[config.mk]
export PLATFORM = sky130hd
export DESIGN_NAME = mpss_sequencer
export DESIGN_NICKNAME = d
export VERILOG_FILES = /design/src/hw/mpss_sequencer.v
export VERILOG_INCLUDE_DIRS = /design/src /design/src/shared
export SDC_FILE = /design/constraint.sdc
export NUM_CORES = 1
export LEC_CHECK = 0
export ABC_CLOCK_PERIOD_IN_PS = 5400
export BUFFER_PORTS_ARGS = -buffer_cell sky130_fd_sc_hd__buf_2
export CAP_MARGIN = 25
export CORE_UTILIZATION = 50
export CTS_CLUSTER_DIAMETER = 60
export CTS_CLUSTER_SIZE = 14
export DETAILED_ROUTE_END_ITERATION = 10
export PLACE_DENSITY = 0.67
export SLEW_MARGIN = 30
export SYNTH_ARGS = -nofsm -noshare
export SYNTH_HDL_FRONTEND = slang
export SYNTH_SLANG_ARGS = --single-unit
export TNS_END_PERCENT = 100
[constraint.sdc]
create_clock -name mclk_i -period 5.4 [get_ports mclk_i]
set_clock_uncertainty 0.2 [all_clocks]
set_input_delay 0 -clock mclk_i [delete_from_list [all_inputs] [get_ports mclk_i]]
set_output_delay 0 -clock mclk_i [all_outputs]
set_load 0.05 [all_outputs]
[src/shared/mpss_regs.vh]
/*
 * Constants of the multiphase PWM start-up sequencer: maximum phase count, the
 * soft-start cycle milestones, the default period and the widths.
 * Assumes inclusion by the sequencer module only; definitions only.
 */
`ifndef MPSS_REGS_VH
`define MPSS_REGS_VH

`define MPSS_MAX_PHASES 4
`define MPSS_TRISTATE_CYCLES 12'h020
`define MPSS_CLAMP_END_CYCLES 12'h0b6
`define MPSS_SOFT_START_CYCLES 12'h800
`define MPSS_DEFAULT_PERIOD 8'h96
`define MPSS_DUTY_WIDTH 8
`define MPSS_CYCLE_WIDTH 12

`endif

[src/hw/mpss_sequencer.v]
/*
 * Multiphase PWM start-up sequencer: channel-count detection, evenly
 * spaced phases, power-on-reset three-state, soft-start ramp, power-good
 * hold-off, current balancing and overcurrent restart.
 * Assumes asynchronous pin inputs (por, sense levels, comparators) and
 * external gate drivers resolving each output from its enable.
 */
`timescale 1ns/100ps
`include "mpss_regs.vh"

// Notes on behaviour
// - Up to four PWM channels, each with own output and current trim.
// - Outputs three and four held high by board are inactive; channel count derived from them.
// - Active outputs phase shifted by 360 degrees over active channel count.
// - While power-on reset is asserted, outputs three-stated, state initialised.
// - Release of power-on reset starts soft-start; outputs enabled after cycle 32.
// - Reasserted power-on reset shuts down and three-states every output.
// - First 32 switching cycles: reference inhibited, outputs three-stated.
// - From cycle 33 for about 150 cycles all active outputs driven low.
// - Then duty ramps from zero up to the operating pulse width.
// - Reference rises slowly from zero, paced by switching cycles.
// - Power-good stays low until the 2048th switching cycle.
// - Total soft-start delay equals 2048 switching periods.
// - Channel above average current gets a shorter pulse.
// - Outputs non-inverting: larger duty gives longer high pulse.
// - Overcurrent during start-up restarts soft-start from the beginning.
// - Power-good only with core voltage in limits and soft-start done.
module mpss_sequencer #(
    parameter PERIOD = 150,
    parameter DUTY_MAX = 120
)(
    input wire mclk_i,
    input wire sys_rst_i,
    input wire por_i,
    input wire phase_three_sense_i,
    input wire phase_four_sense_i,
    input wire [`MPSS_MAX_PHASES-1:0] over_average_i,
    input wire over_current_i,
    input wire core_in_limits_i,
    output reg [`MPSS_MAX_PHASES-1:0] pwm_o,
    output reg [`MPSS_MAX_PHASES-1:0] pwm_oe_o,
    output reg [`MPSS_DUTY_WIDTH-1:0] reference_o,
    output reg power_ok_output,
    output reg [2:0] channel_count_o
);
    localparam [3:0] ST_HOLD = 4'h1;
    localparam [3:0] ST_TRI = 4'h2;
    localparam [3:0] ST_CLAMP = 4'h4;
    localparam [3:0] ST_RAMP = 4'h8;
    localparam [7:0] PER = PERIOD[7:0];
    localparam [7:0] DMAX = DUTY_MAX[7:0];

    reg [1:0] por_s;
    reg [1:0] p3_s;
    reg [1:0] p4_s;
    reg [1:0] oc_s;
    reg [1:0] ok_s;
    reg [`MPSS_MAX_PHASES-1:0] oa_m;
    reg [`MPSS_MAX_PHASES-1:0] oa_s;
    reg [3:0] state;
    reg [7:0] saw;
    reg [`MPSS_CYCLE_WIDTH-1:0] cycles;
    reg [7:0] duty;
    reg [7:0] step;
    reg [7:0] off [0:`MPSS_MAX_PHASES-1];
    reg [`MPSS_MAX_PHASES-1:0] next_pwm;
    reg [7:0] pos;
    reg [7:0] lim;
    integer i;
    integer j;

    wire por = por_s[1];
    wire cycle_end = (saw == PER - 8'h01);

    always @(posedge mclk_i)
    begin
        por_s <= {por_s[0], por_i};
        p3_s <= {p3_s[0], phase_three_sense_i};
        p4_s <= {p4_s[0], phase_four_sense_i};
        oc_s <= {oc_s[0], over_current_i};
        ok_s <= {ok_s[0], core_in_limits_i};
        oa_m <= over_average_i;
        oa_s <= oa_m;
    end

    always @*
    begin
        case (channel_count_o)
            3'h2: step = PER >> 1;
            3'h3: step = PER / 8'h03;
            default: step = PER >> 2;
        endcase
    end

    always @*
    begin
        next_pwm = {`MPSS_MAX_PHASES{1'b0}};
        pos = 8'h00;
        lim = 8'h00;
        for (i = 0; i < `MPSS_MAX_PHASES; i = i + 1)
        begin
            pos = (saw >= off[i]) ? saw - off[i] : saw + PER - off[i];
            lim = (oa_s[i] && duty > 8'h04) ? duty - 8'h04 : duty;
            next_pwm[i] = (pos < lim);
        end
    end

    always @(posedge mclk_i)
    begin
        if (sys_rst_i)
        begin
            state <= ST_HOLD;
            saw <= 8'h00;
            cycles <= {`MPSS_CYCLE_WIDTH{1'b0}};
            duty <= 8'h00;
            pwm_o <= {`MPSS_MAX_PHASES{1'b0}};
            pwm_oe_o <= {`MPSS_MAX_PHASES{1'b0}};
            reference_o <= 8'h00;
            power_ok_output <= 1'b0;
            channel_count_o <= 3'h4;
            for (j = 0; j < `MPSS_MAX_PHASES; j = j + 1)
                off[j] <= 8'h00;
        end
        else if (por)
        begin
            state <= ST_HOLD;
            saw <= 8'h00;
            cycles <= {`MPSS_CYCLE_WIDTH{1'b0}};
            duty <= 8'h00;
            pwm_o <= {`MPSS_MAX_PHASES{1'b0}};
            pwm_oe_o <= {`MPSS_MAX_PHASES{1'b0}};
            reference_o <= 8'h00;
            power_ok_output <= 1'b0;
            channel_count_o <= p3_s[1] ? 3'h2 : (p4_s[1] ? 3'h3 : 3'h4);
        end
        else
        begin
            saw <= cycle_end ? 8'h00 : saw + 8'h01;
            for (j = 0; j < `MPSS_MAX_PHASES; j = j + 1)
                off[j] <= step * j[7:0];
            power_ok_output <= (cycles == `MPSS_SOFT_START_CYCLES) && ok_s[1];
            case (state)
                ST_HOLD:
                begin
                    state <= ST_TRI;
                    saw <= 8'h00;
                end
                ST_TRI:
                begin
                    pwm_oe_o <= {`MPSS_MAX_PHASES{1'b0}};
                    reference_o <= 8'h00;
                    if (cycle_end)
                    begin
                        cycles <= cycles + 12'h001;
                        if (cycles == `MPSS_TRISTATE_CYCLES - 12'h001)
                            state <= ST_CLAMP;
                    end
                end
                ST_CLAMP:
                begin
                    pwm_o <= {`MPSS_MAX_PHASES{1'b0}};
                    pwm_oe_o <= active_mask(channel_count_o);
                    if (cycle_end)
                    begin
                        cycles <= cycles + 12'h001;
                        if (cycles == `MPSS_CLAMP_END_CYCLES - 12'h001)
                            state <= ST_RAMP;
                    end
                end
                default:
                begin
                    pwm_oe_o <= active_mask(channel_count_o);
                    pwm_o <= next_pwm & active_mask(channel_count_o);
                    if (cycle_end)
                    begin
                        if (cycles != `MPSS_SOFT_START_CYCLES)
                            cycles <= cycles + 12'h001;
                        if (cycles[2:0] == 3'h7 && duty < DMAX)
                            duty <= duty + 8'h01;
                        if (cycles[2:0] == 3'h7 && reference_o != 8'hff)
                            reference_o <= reference_o + 8'h01;
                    end
                end
            endcase
            // Charging the output capacitors can trip overcurrent; a
            // restart keeps the inrush bounded instead of latching off.
            // overcurrent restarts start-up
            if (oc_s[1] && cycles != `MPSS_SOFT_START_CYCLES
                && state != ST_HOLD)
            begin
                state <= ST_HOLD;
                cycles <= {`MPSS_CYCLE_WIDTH{1'b0}};
                duty <= 8'h00;
                reference_o <= 8'h00;
                pwm_o <= {`MPSS_MAX_PHASES{1'b0}};
                pwm_oe_o <= {`MPSS_MAX_PHASES{1'b0}};
                power_ok_output <= 1'b0;
            end
        end
    end

    function [`MPSS_MAX_PHASES-1:0] active_mask;
        input [2:0] n;
        begin
            active_mask = (n == 3'h2) ? 4'h3 : ((n == 3'h3) ? 4'h7 : 4'hf);
        end
    endfunction
endmodule

==> metrics <==
HPWL after DPL around 11,000 microns; Gate Count Post-Synth ~700; All-Layer GR Usage between 20% and 30%; status finished with violations; gr ovfl total 0; Ports 31; failing checks design-rule violations; Rel. slew slack between 30% and 40%; pre-CTS setup slack ~1.3 ns; CP Launch Type register; Max-Cap Viols 0; number of setup violations in the final report 0; post-route ant nets 0; Final nets around 820; clk root buf clkbuf_16; CP Buf/Inv Count 2; RSZ-0062 raised after global routing no; mapped cell area around 6000 sq um; Setup WS post-layout between 1 and 1.5 ns; Ys Warns 0; die width roughly 110 microns; routability cong. about 0.9; CP Max Fanout 10; final worst path period share roughly 77%; post-synthesis async set-or-reset flop share 0%; Multi-input gate area 4130 sq um; Max H-tree Level 3; Diodes inserted 0; Yosys cell types 62; area grow syn2layout 10.3%; # clock sinks 77; peak supply drop ~0.22 mV; element type at the critical path end register; Syn Nets between 700 and 800; worst skew pair latency 0.35 ns; global-route wire length before repair 23,300 microns; Hold WS roughly 0.086 ns; via count 5,026; FF+latch count, synth 77; crit-path cells inv_1, ha_1, nor2b_1, nor2_1, xnor2_1, ha_1, o21ai_0, o21bai_1, a21oi_1, xnor2_1, mux2i_1, ha_1, a21oi_1, and3_1, inv_1, a211o_1, a21oi_1; Die ar. approximately 12,000 sq um; fmax 241 MHz; commonest non-fill, non-tap cell in the layout ha_1; Layout fillers 1,031; Core Region about 12,000 sq um; PostCTS Resize Cnt 0; Rows 39; # DRC 4; share of cells above drive strength 1 8.88%; most frequent cells in the layout ha_1, nor2_1, dfxtp_1; LEAKAGE around 0.0027 uW; Routed WL 14,400 microns; drt via density around 5.7; Crit-path slowest cell dfxtp_1; post-route setup TNS 0 ns; Avg Cell Area, Syn ~8.5 sq um; worst slew pin tran between 0.9 and 1 ns; Post-synth EDFFs 8; Synth Flop Type dfxtp_1; Port Buffers 30; CP Class register to register; Pins Over Slew Limit 0; Num CTS Buffers 9; Hold Crit Class input port to register; maximum clock insertion buffer count 2; Iter 0 DRT Violations 364; initial antenna violation count 0; TritonCTS clock tree done; CP required 5.48 ns; final hold violation count 0; Reg area between 1500 and 2000 sq um; Starting Density about half; Chip Height about 110 microns; top cell family by delay on the critical path adder cells; CP max stage delay just over 0.6 ns; worst path arrival time 4.22 ns; via count of the first global-routing pass about 4,800; largest net degree at the start of global routing 40; Seq/Total Area, Yosys between 20% and 30%; minimum clock period 4.15 ns; Reg clk slew, reported paths approximately 0.06 ns; PwrDens between 200 and 250 nW/um^2; first drt pass iteration count 8; Avg WL per Cell 16.4 microns
[synthesized netlist by cell type, types with 14 or more instances]
cell / count / area, sq um
nand3_1: 17 / 85.1
dfxtp_1: 69 / 1380
nand2_1: 53 / 199
o21ai_0: 25 / 125
a21oi_1: 46 / 230
ha_1: 80 / 1000
nor2_1: 74 / 278
clkbuf_1: 17 / 63.8
xnor2_1: 39 / 342
xor2_1: 37 / 324
nor3_1: 20 / 100
inv_1: 31 / 116
mux2i_1: 14 / 140
[metrics by stage]
stage / utilization, % / instances / instance area, sq um / power [uW]
floorplan: - / 702 / 6000 / 878
global placement: 53.7 / 849 / 6220 / 946
detailed placement: 53.7 / 849 / 6220 / 958
CTS: 57.1 / 875 / 6610 / 1560
global route: 57.2 / 875 / 6620 / 1620
finish: 57.2 / 875 / 6620 / 1550
[worst register-to-register path: stages (launching register included)]
cell and delay [ns]:
dfxtp_1 0.61, inv_1 0.28, ha_1 0.30, nor2b_1 0.16
nor2_1 0.07, xnor2_1 0.36, ha_1 0.36, o21ai_0 0.13
o21bai_1 0.09, a21oi_1 0.17, xnor2_1 0.14, mux2i_1 0.10
ha_1 0.34, a21oi_1 0.16, and3_1 0.20, inv_1 0.05
a211o_1 0.26, a21oi_1 0.11
[layout make-up]
| class | instances | area share (%) |
|---|---|---|
| Multi-Input combinational cell | 564 | 62.4 |
| Sequential cell | 77 | 24.5 |
| Timing Repair Buffer | 43 | 4.12 |
| Clock buffer | 9 | 3.40 |
| Tap cell | 143 | 2.70 |
| Inverter | 32 | 1.82 |
| Clock inverter | 7 | 1.02 |
[registers in the layout, summed over array words and instances (netlist names)]
signal,cells
cycles,12
duty,8
off,8
reference_o,8
saw,8
oa_m,4
oa_s,4
pwm_o,4
state,4
channel_count_o,3
pwm_oe_o,3
oc_s,2
ok_s,2
p3_s,2
p4_s,2
por_s,2
power_ok_output,1
[worst paths after layout]
check	startpoint	endpoint	slack [ns]	cells past startpoint
max	saw[1]	pwm_o[2]	1.25	17
min	core_in_limits_i	ok_s[0]	0.09	2
max reg2reg	saw[1]	pwm_o[2]	1.25	17
min reg2reg	p3_s[0]	p3_s[1]	0.13	0
[kinds of logic after synthesis]
kind of cell,synth area share [%]
AOI/OAI and AO/OA,15.6
xor gates and xnor gates,11.1
adders and majority gates,18.7
buffers and inverters,4.32
DFF,27.0
muxes,2.96
and+or+nand+nor,20.3
[metal layers]
layer  track usage (%)  routed length, microns  up-vias
met5                 0                       0        -
met4              8.92                     374        0
met3              4.14                     570       31
met2              39.8                    6680      119
met1              30.5                    6740     2360
li1                  -                       -     2516
[timing repair]
action                     in CTS  in global routing
hold endpoints to repair       21                  0
hold buffers                   10                  0
setup endpoints to repair       0                  0
buffers inserted                0                  0
[power breakdown]
group | switching [uW] | internal (uW)
Sequential | 15.0 | 596
Combinational | 199 | 146
Clock | 268 | 324
Total | 482 | 1070
Note: power is estimated with default switching activity, not from simulation.
